--- config.mk ---
export PLATFORM = sky130hd
export DESIGN_NAME = pcrc_top
export DESIGN_NICKNAME = d
export VERILOG_FILES = /design/src/logic/pcrc_pkg.sv /design/src/logic/pcrc_div_if.sv /design/src/logic/pcrc_top.sv /design/src/logic/pcrc_apb_div.sv
export SDC_FILE = /design/constraint.sdc
export NUM_CORES = 1
export LEC_CHECK = 0
export BUFFER_PORTS_ARGS = -buffer_cell sky130_fd_sc_hd__buf_2
export CORE_ASPECT_RATIO = 0.7
export CORE_MARGIN = 2
export CORE_UTILIZATION = 25
export CTS_CLUSTER_DIAMETER = 100
export CTS_CLUSTER_SIZE = 30
export DETAILED_ROUTE_END_ITERATION = 7
export GPL_TIMING_DRIVEN = 0
export SYNTH_ARGS = -nofsm -noshare
export SYNTH_HDL_FRONTEND = slang
export SYNTH_HIERARCHICAL = 1
export SYNTH_SLANG_ARGS = --single-unit
--- constraint.sdc ---
create_clock -name clk_sys_i -period 1.8 [get_ports clk_sys_i]
set_clock_uncertainty 0.15 [all_clocks]
set_input_delay 0.36 -clock clk_sys_i [delete_from_list [all_inputs] [get_ports clk_sys_i]]
set_output_delay 0.36 -clock clk_sys_i [all_outputs]
set_load 0.01 [all_outputs]
--- src/logic/pcrc_pkg.sv ---
package pcrc_pkg;

  // Operating modes of the power sequencer
  typedef enum logic [1:0] {
    PCRC_RUN   = 2'h0,
    PCRC_IDLE  = 2'h1,
    PCRC_PDOWN = 2'h2,
    PCRC_WAKE  = 2'h3
  } pcrc_mode_t;

  // Peripheral divider ratio codes; zero is the reset ratio
  localparam logic [1:0] PCRC_DIV_QUARTER = 2'h0;
  localparam logic [1:0] PCRC_DIV_FULL = 2'h1;
  localparam logic [1:0] PCRC_DIV_HALF = 2'h2;

  // Counter reloads for each ratio (period minus one)
  localparam logic [1:0] PCRC_RLD_FULL = 2'h0;
  localparam logic [1:0] PCRC_RLD_HALF = 2'h1;
  localparam logic [1:0] PCRC_RLD_QUARTER = 2'h3;

  // Processor clock rate and default oscillator settle time
  localparam int PCRC_CLK_MHZ = 100;
  localparam int PCRC_WAKE_US = 100;
  localparam int PCRC_WAKE_CYCLES = PCRC_WAKE_US * PCRC_CLK_MHZ;

  // Default peripheral and wake source counts
  localparam int PCRC_NUM_PERIPH = 16;
  localparam int PCRC_NUM_WAKE = 4;

endpackage

--- src/logic/pcrc_div_if.sv ---
`timescale 1ns/1ps
// Link between the sequencer and the peripheral clock divider
interface pcrc_div_if;
  logic [1:0] ratio_sel; // Requested ratio code
  logic run; // Divider may count
  logic tick_next; // Next-cycle peripheral clock enable
  logic [1:0] ratio_now; // Ratio currently in force

  modport ctrl (output ratio_sel, output run,
                input tick_next, input ratio_now);
  modport div (input ratio_sel, input run,
               output tick_next, output ratio_now);
endinterface

--- src/logic/pcrc_top.sv ---
`timescale 1ns/1ps
// How it works
// - Vector area comes from bank zero or SRAM
// - Idle halts processor until reset or interrupt
// - Idle keeps peripheral clocks; interrupt resumes execution
// - Idle gates processor, memory and bus clocks
// - Power-down stops oscillator and every internal clock
// - Power-down retains all processor, register, SRAM state
// - Power-down holds output pins at entry level
// - Power-down ends only by reset or clockless wake
// - Each peripheral clock switchable off individually
// - Peripheral clock is full, half or quarter rate
// - Quarter rate after reset; setting on peripheral bus
// - PLL kept running through Idle if it ran
// - Processor runs on oscillator unless PLL running and connected
// - Every power-down wake passes the wake timer
// - Enabled external interrupts wake from power-down
module pcrc_top #(
  parameter int NUM_PERIPH = pcrc_pkg::PCRC_NUM_PERIPH,
  parameter int NUM_WAKE = pcrc_pkg::PCRC_NUM_WAKE,
  parameter int WAKE_CYCLES = pcrc_pkg::PCRC_WAKE_CYCLES
) (
  input wire logic clk_sys_i,
  input wire logic rst_n_i,
  input wire logic remap_sram_i,
  input wire logic idle_req_i,
  input wire logic pdown_req_i,
  input wire logic irq_i,
  input wire logic [NUM_WAKE-1:0] ext_irq_i,
  input wire logic [NUM_WAKE-1:0] ext_wake_en_i,
  input wire logic osc_ready_i,
  input wire logic pll_on_i,
  input wire logic pll_connect_i,
  input wire logic [NUM_PERIPH-1:0] periph_pwr_i,
  input wire logic [1:0] apb_div_sel_i,
  input wire logic apb_div_wr_i,
  output logic vec_from_sram_o,
  output logic cpu_clk_en_o,
  output logic mem_clk_en_o,
  output logic bus_clk_en_o,
  output logic pclk_en_o,
  output logic [NUM_PERIPH-1:0] periph_clk_en_o,
  output logic osc_en_o,
  output logic pll_en_o,
  output logic clk_src_pll_o,
  output logic pin_hold_o,
  output logic state_retain_o,
  output logic [1:0] apb_div_now_o,
  output logic [1:0] mode_o
);

  // The wake timer is sized from the settle count so that a slower
  // oscillator only needs a new parameter value, not new logic
  localparam int WCW = $clog2(WAKE_CYCLES + 1); // Wake counter width
  // Last count of the settle period; the timer rests here until the
  // oscillator reports ready
  localparam logic [WCW-1:0] WAKE_LAST = WCW'(WAKE_CYCLES - 1);

  // The divider sits in its own module; the sequencer steers it and
  // reads back its tick and the ratio that it has adopted
  pcrc_div_if div_if (); // Sequencer to divider link

  // Sequencer state
  pcrc_pkg::pcrc_mode_t mode_q; // Current power mode
  pcrc_pkg::pcrc_mode_t mode_d; // Mode for the next cycle
  logic [WCW-1:0] wake_cnt_q; // Cycles spent waking
  logic [WCW-1:0] wake_cnt_d; // Next wake count
  // Settings kept across power modes
  logic [1:0] div_sel_q; // Divider setting register
  logic pll_was_on_q; // PLL state latched on Idle entry
  logic pll_was_on_d; // Next latched PLL state
  // Output registers; every output except mode_o comes straight from one of these
  logic vec_sram_q; // Vectors taken from SRAM
  logic cpu_en_q; // Processor, memory and bus clock enable
  logic pclk_q; // Peripheral clock enable pulse
  logic [NUM_PERIPH-1:0] periph_q; // Gated peripheral enables
  logic osc_q; // Oscillator enable
  logic pll_q; // PLL enable
  logic src_pll_q; // Processor clock taken from the PLL
  logic hold_q; // Output pins frozen
  logic retain_q; // State retention request
  logic [1:0] div_now_q; // Ratio in force, as reported
  // Decodes
  logic wake_hit; // Enabled clockless wake source
  logic wake_done; // Timer expired and oscillator up
  logic is_run; // Full operation
  logic is_idle; // Processor halted, peripherals run
  logic pd_like; // Power-down or waking from it
  logic pd_next; // Power-down or waking from the next cycle on
  logic div_wr_ok; // Setting write lands on a peripheral cycle

  // Mode decode shared by the output logic
  // Waking counts as powered down until the timer releases it
  assign is_run = (mode_q == pcrc_pkg::PCRC_RUN);
  assign is_idle = (mode_q == pcrc_pkg::PCRC_IDLE);
  assign pd_like = (mode_q == pcrc_pkg::PCRC_PDOWN) ||
                   (mode_q == pcrc_pkg::PCRC_WAKE);
  // Same decode one cycle ahead, so clocks stop on the entry edge
  assign pd_next = (mode_d == pcrc_pkg::PCRC_PDOWN) ||
                   (mode_d == pcrc_pkg::PCRC_WAKE);

  // Only enabled external inputs may end power-down
  assign wake_hit = |(ext_irq_i & ext_wake_en_i);
  // Resume needs both the settle count and a running oscillator
  assign wake_done = (wake_cnt_q == WAKE_LAST) && osc_ready_i;

  // The divider setting sits on the peripheral bus
  // and is written only on the cycle before a peripheral pulse
  assign div_wr_ok = apb_div_wr_i && div_if.tick_next;

  // Divider steering: it runs except in power-down and while waking
  // It holds its count while stopped and carries on after the wake
  assign div_if.ratio_sel = div_sel_q;
  assign div_if.run = !pd_like;

  // Power mode sequencer. Requests are honoured only in Run; an
  // interrupt only ends Idle, and only an enabled external input
  // ends power-down, after which the wake timer must run out
  // before the processor may execute again
  always_comb begin
    mode_d = mode_q;
    case (mode_q)
      pcrc_pkg::PCRC_RUN: begin
        // Power-down takes priority over Idle
        if (pdown_req_i) begin
          mode_d = pcrc_pkg::PCRC_PDOWN;
        end else if (idle_req_i) begin
          mode_d = pcrc_pkg::PCRC_IDLE;
        end
      end
      pcrc_pkg::PCRC_IDLE: begin
        // Any interrupt resumes the processor
        // Peripherals keep running here and may raise it
        if (irq_i) begin
          mode_d = pcrc_pkg::PCRC_RUN;
        end
      end
      pcrc_pkg::PCRC_PDOWN: begin
        // Ordinary interrupts are ignored here
        // Only sources that work without a clock are seen
        if (wake_hit) begin
          mode_d = pcrc_pkg::PCRC_WAKE;
        end
      end
      pcrc_pkg::PCRC_WAKE: begin
        // Execution waits for the wake timer
        // The oscillator must also report ready
        if (wake_done) begin
          mode_d = pcrc_pkg::PCRC_RUN;
        end
      end
      default: begin
        // No other code exists; fall back to Run for safety
        mode_d = pcrc_pkg::PCRC_RUN;
      end
    endcase
  end

  // Wake timer counts only while waking and saturates
  // It restarts from zero on every entry, so a second wake
  // cannot inherit time from an earlier one
  assign wake_cnt_d = (mode_q != pcrc_pkg::PCRC_WAKE) ? '0 :
                      (wake_cnt_q == WAKE_LAST) ? wake_cnt_q :
                      wake_cnt_q + WCW'(1);

  // Remember whether the PLL ran at Idle entry
  // The peripheral divider hangs off the PLL output, so the PLL
  // must not drop in Idle even if its request goes away
  assign pll_was_on_d = (is_run && idle_req_i && !pdown_req_i) ?
                        pll_on_i : pll_was_on_q;

  // Sequencer state
  always_ff @(posedge clk_sys_i or negedge rst_n_i) begin
    if (!rst_n_i) begin
      mode_q <= pcrc_pkg::PCRC_RUN;
      wake_cnt_q <= '0;
      pll_was_on_q <= 1'b0;
    end else begin
      mode_q <= mode_d;
      wake_cnt_q <= wake_cnt_d;
      pll_was_on_q <= pll_was_on_d;
    end
  end

  // Divider setting register, quarter rate from reset
  // A write is only taken on a peripheral cycle; others are lost
  always_ff @(posedge clk_sys_i or negedge rst_n_i) begin
    if (!rst_n_i) begin
      div_sel_q <= pcrc_pkg::PCRC_DIV_QUARTER;
    end else if (div_wr_ok) begin
      div_sel_q <= apb_div_sel_i;
    end
  end

  // Vector source follows the remap selection
  // Frozen while powered down so the map is unchanged on resume
  always_ff @(posedge clk_sys_i or negedge rst_n_i) begin
    if (!rst_n_i) begin
      vec_sram_q <= 1'b0;
    end else if (!pd_like) begin
      vec_sram_q <= remap_sram_i;
    end
  end

  // Processor, memory and bus share one gate, off in Idle
  // Taken from the next mode so the gate closes on the entry edge
  always_ff @(posedge clk_sys_i or negedge rst_n_i) begin
    if (!rst_n_i) begin
      cpu_en_q <= 1'b1;
    end else begin
      cpu_en_q <= (mode_d == pcrc_pkg::PCRC_RUN);
    end
  end

  // Peripheral clock enable, alive in Run and Idle
  // No pulse may escape on the edge that enters power-down
  always_ff @(posedge clk_sys_i or negedge rst_n_i) begin
    if (!rst_n_i) begin
      pclk_q <= 1'b0;
    end else begin
      pclk_q <= div_if.tick_next && !pd_next;
    end
  end

  // Per-peripheral clock gates
  // A switched-off peripheral keeps its state; it only loses clocks
  genvar gi;
  generate
    for (gi = 0; gi < NUM_PERIPH; gi++) begin : g_periph
      always_ff @(posedge clk_sys_i or negedge rst_n_i) begin
        if (!rst_n_i) begin
          periph_q[gi] <= 1'b0;
        end else begin
          periph_q[gi] <= div_if.tick_next && periph_pwr_i[gi] &&
                          !pd_next;
        end
      end
    end
  endgenerate

  // Oscillator, PLL and clock source control
  // Stop decisions use the next mode so nothing runs in power-down
  always_ff @(posedge clk_sys_i or negedge rst_n_i) begin
    if (!rst_n_i) begin
      osc_q <= 1'b1;
      pll_q <= 1'b0;
      src_pll_q <= 1'b0;
    end else begin
      // Oscillator off in power-down, restarted on wake
      osc_q <= (mode_d != pcrc_pkg::PCRC_PDOWN);
      // PLL held on through Idle if it was running
      pll_q <= is_idle ? pll_was_on_q : (pll_on_i && !pd_next);
      // PLL feeds the processor only when running and connected
      src_pll_q <= pll_on_i && pll_connect_i && !pd_next;
    end
  end

  // Pin hold and state retention during power-down
  // Both rise on the entry edge and fall on the edge that resumes Run
  always_ff @(posedge clk_sys_i or negedge rst_n_i) begin
    if (!rst_n_i) begin
      hold_q <= 1'b0;
      retain_q <= 1'b0;
    end else begin
      hold_q <= pd_next;
      retain_q <= pd_next;
    end
  end

  // Status copies of ratio in force
  // Lags the divider by one cycle; the mode-driven outputs other than vec_from_sram_o and pll_en_o are taken from the next mode and do not lag
  always_ff @(posedge clk_sys_i or negedge rst_n_i) begin
    if (!rst_n_i) begin
      div_now_q <= pcrc_pkg::PCRC_DIV_QUARTER;
    end else begin
      div_now_q <= div_if.ratio_now;
    end
  end

  // Peripheral clock divider
  pcrc_apb_div u_div (
    .clk_sys_i(clk_sys_i),
    .rst_n_i(rst_n_i),
    .dv(div_if)
  );

  // Port drivers; each output is a plain copy of its register
  // Processor, memory and internal buses share one gate
  assign vec_from_sram_o = vec_sram_q;
  assign cpu_clk_en_o = cpu_en_q;
  assign mem_clk_en_o = cpu_en_q;
  assign bus_clk_en_o = cpu_en_q;
  assign pclk_en_o = pclk_q;
  assign periph_clk_en_o = periph_q;
  assign osc_en_o = osc_q;
  assign pll_en_o = pll_q;
  assign clk_src_pll_o = src_pll_q;
  assign pin_hold_o = hold_q;
  assign state_retain_o = retain_q;
  assign apb_div_now_o = div_now_q;
  assign mode_o = mode_q;

endmodule

--- src/logic/pcrc_apb_div.sv ---
`timescale 1ns/1ps
// Peripheral clock divider producing a one-cycle enable per period
module pcrc_apb_div (
  input wire logic clk_sys_i,
  input wire logic rst_n_i,
  pcrc_div_if.div dv
);

  logic [1:0] cnt_q; // Cycles left in the current period
  logic [1:0] cnt_d;
  logic [1:0] ratio_q; // Ratio in force
  logic [1:0] ratio_d;
  logic at_edge; // Period boundary

  // Reload value for a ratio code
  function automatic logic [1:0] reload_of(input logic [1:0] code);
    if (code == pcrc_pkg::PCRC_DIV_FULL) begin
      reload_of = pcrc_pkg::PCRC_RLD_FULL;
    end else if (code == pcrc_pkg::PCRC_DIV_HALF) begin
      reload_of = pcrc_pkg::PCRC_RLD_HALF;
    end else begin
      reload_of = pcrc_pkg::PCRC_RLD_QUARTER;
    end
  endfunction

  assign at_edge = dv.run && (cnt_q == 2'h0);
  // New ratio is adopted only at a boundary, never mid-period
  assign ratio_d = at_edge ? dv.ratio_sel : ratio_q;
  assign cnt_d = !dv.run ? cnt_q :
                 at_edge ? reload_of(dv.ratio_sel) : cnt_q - 2'h1;
  assign dv.tick_next = at_edge;
  assign dv.ratio_now = ratio_q;

  // Counter and ratio state; quarter rate after reset
  always_ff @(posedge clk_sys_i or negedge rst_n_i) begin
    if (!rst_n_i) begin
      cnt_q <= 2'h0;
      ratio_q <= pcrc_pkg::PCRC_DIV_QUARTER;
    end else begin
      cnt_q <= cnt_d;
      ratio_q <= ratio_d;
    end
  end

endmodule

==> reports/metrics.cfg <==
[grt]
met3_usage_pct=3.47
grt_pass1_vias=1519
grt_use_met2_pct=16.1
grt_pass1_wl_mm=7.42
overflow=0
grt_most_used_layer=met2
gr-usage-met1_pct=14.2
grt_max_degree=49
grt.total_usage_pct=10.3
antenna_found_initial=0

[timing]
setup_ws_ps=87.4
setup_violations=0
rsz0062_at_grt=no
fin_setup_tns_ps=0
hold_viol=0
drv_slew=0
clock.fmax_mhz=584
whs_ps=110
tightest_slew_ps=1070
fin_crit_ps=1710
slew_headroom_pct=28.7
period_share_pct=95.1

[synthesis]
synth-edff-count=0
synth_top_area_cell=dfrtp_1
yosys.area_share.adder_pct=1.81
syn_nets=215
ys_ff_latch=48
synth_top_family_by_area=simple AND/OR/NAND/NOR gates
yosys.area.top_type_share_pct=55.4
synth_compound_area_share_pct=7.10
syn_inst=176
postSynthAreaPerCell_um2=11.8
synth.mux.area_fraction_pct=4.76
synthSimpleGateAreaFrac_pct=20.3
yosysWarnings=6
netlist_area_mm2=0.00208
synthFlopType=dfrtp_1
post_synth_xor_area_fraction_pct=3.37
seq_area_frac_synth_pct=57.9
synthArstFlopShare_pct=100
ys_types=39
synthTopCellsByArea=dfrtp_1, and3_1, mux2_2, dfstp_2, nor2_1

[power_and_ir_drop]
p_leak_nw=1.46
ir_drop_mv=0.523
power_density_mw_per_mm2=1130

[run_status]
status=finished with violations
failed_checks=DRC

[worst_setup_path]
worstPathRequired_ps=1860
endpoint_kind=flip-flop
start_kind=flip-flop
crit_fanout=4
arrival_ps=1770
reg2reg_from=wake_cnt_q[1]$_DFFE_PN0P_
cp-startpoint=wake_cnt_q[1]$_DFFE_PN0P_
crit_type=reg2reg

[place]
dp_slack_ps=-55.5
post-place-cells=342
gp_congestion=0.769
port_buffers=65
place_area_mm2=0.00253
hpwl_mm=3.34

[clocking]
htreeDepth=2
tritoncts=built
cts.sink_count=48
numCtsBuffers=5
clockBufferDepth=2
cts-root-buf=clkbuf_16
clk_latency_ps=290
clkTransAtPathRegs_ps=70

[die]
io_pins=66
rows=27
fp.dieW_um=113
start_util_pct=26.1
die_y_um=80.3
design.core.area_mm2=0.00797
die_area_mm2=0.00907

[layout]
final_common_cell=buf_2
finalInstanceArea_mm2=0.00274
final_cells=353
area_growth_pct=31.8
final_cell_mix=buf_2, dfrtp_1, and3_1, nor2_1, nand2_1
drive_gt1_share_pct=42.9
nets=290
antennaDiodeCount=0

[route]
drt_wl_total_mm=4.59
drcViolationCount=9
num_vias=1604
avgRoutedWirePerCell_um=13.0
viasPerCell=4.54
drtIter0Drc=114
ant_nets=0
firstDrtPassIters=6

[worst_hold_path]
hp-class=in2async

[run]
maxCapViolCount=0

==> layer usage <==
metal  routed length, µm  vias up
met1                2330      777
met2                1870       55
met5                   0        -
met4                  13        0
met3                 372        2
li1                    -      770
==> cell usage after synthesis (2+ instances only) <==
cell type,instances
nand4_1,6
clkbuf_1,4
or2_2,2
ha_1,3
inv_1,7
nand2_2,2
mux2i_1,2
o21ai_0,3
o31ai_1,2
a31oi_1,2
nand3_1,6
a31o_2,2
xnor2_1,3
nand2_1,8
xor2_1,5
nor2_1,14
dfrtp_1,46
nor3_1,3
nor2b_1,2
buf_4,3
buf_6,3
and3_1,19
dfstp_2,2
mux2_2,7
and3_2,2
a21oi_1,3
a22oi_1,3
==> cell type report <==
type	instances	area [µm²]
Multi-Input combinational cell	111	783
Inverter	7	26.3
Clock buffer	6	139
Buffer	10	73.8
Fill cell	806	5230
Timing Repair Buffer	68	348
Tap cell	101	126
Clock inverter	2	38.8
Sequential cell	48	1200
==> state kept, by name (all words and copies together), names as in the netlist, 2 cells and up <==
signal and flops:
u_div/dv.ratio_now 2, periph_clk_en_o 16, wake_cnt_q 14, u_div/cnt_q 2, div_if.ratio_sel 2, mode_o 2
apb_div_now_o 2
==> cells by family after synthesis <==
group / after synthesis
AND/OR/NAND/NOR: 71
flip-flops: 48
AO/OA/AOI/OAI: 20
buffers and inverters: 17
multiplexers: 9
XOR/XNOR: 8
adder cells (fa/ha/maj): 3
==> stage by stage <==
stage               power, mW  utilization [%]
floorplan                1.73                -
global placement         1.93             31.7
detailed placement       1.96             31.7
CTS                      3.07             34.1
global route             3.24             34.4
finish                   3.09             34.4
==> worst paths after layout <==
| path | to | cells after the start | slack [ps] |
|---|---|---|---|
| min | wake_cnt_q[0]$_DFFE_PN0P_ | 1 | 110 |
| max in group asynchronous | periph_clk_en_o[10]$_DFF_PN0_ | 1 | 720 |
| min in group clk_sys_i | div_if.ratio_sel[1]$_DFFE_PN0P_ | 2 | 160 |
| min reg2reg | apb_div_now_o[0]$_DFF_PN0_ | 0 | 230 |
| max | wake_cnt_q[13]$_DFFE_PN0P_ | 5 | 90 |
| max reg2reg | wake_cnt_q[13]$_DFFE_PN0P_ | 5 | 90 |
==> repair_timing <==
| item | 4_1_cts | 5_1_grt |
|---|---|---|
| buffers inserted | 1 | 2 |
| gates resized for setup | 2 | 4 |
| pin swaps | 1 | 2 |
| hold buffers | 0 | 0 |
| setup endpoints to repair | 18 | 28 |
==> power breakdown <==
part | internal [mW] | switching (mW) | total [mW]
registers | 1.23 | 0.104 | 1.34
clock network | 0.696 | 0.414 | 1.11
logic | 0.313 | 0.326 | 0.640
==> worst max-delay path, cell delays in order, from the launching register on <==
cell	delay (ps)
dfrtp_1	370
buf_4	120
and4_4	250
nand2_2	90
or4_1	500
a21oi_1	150
Power figures use the tool's default switching activity.
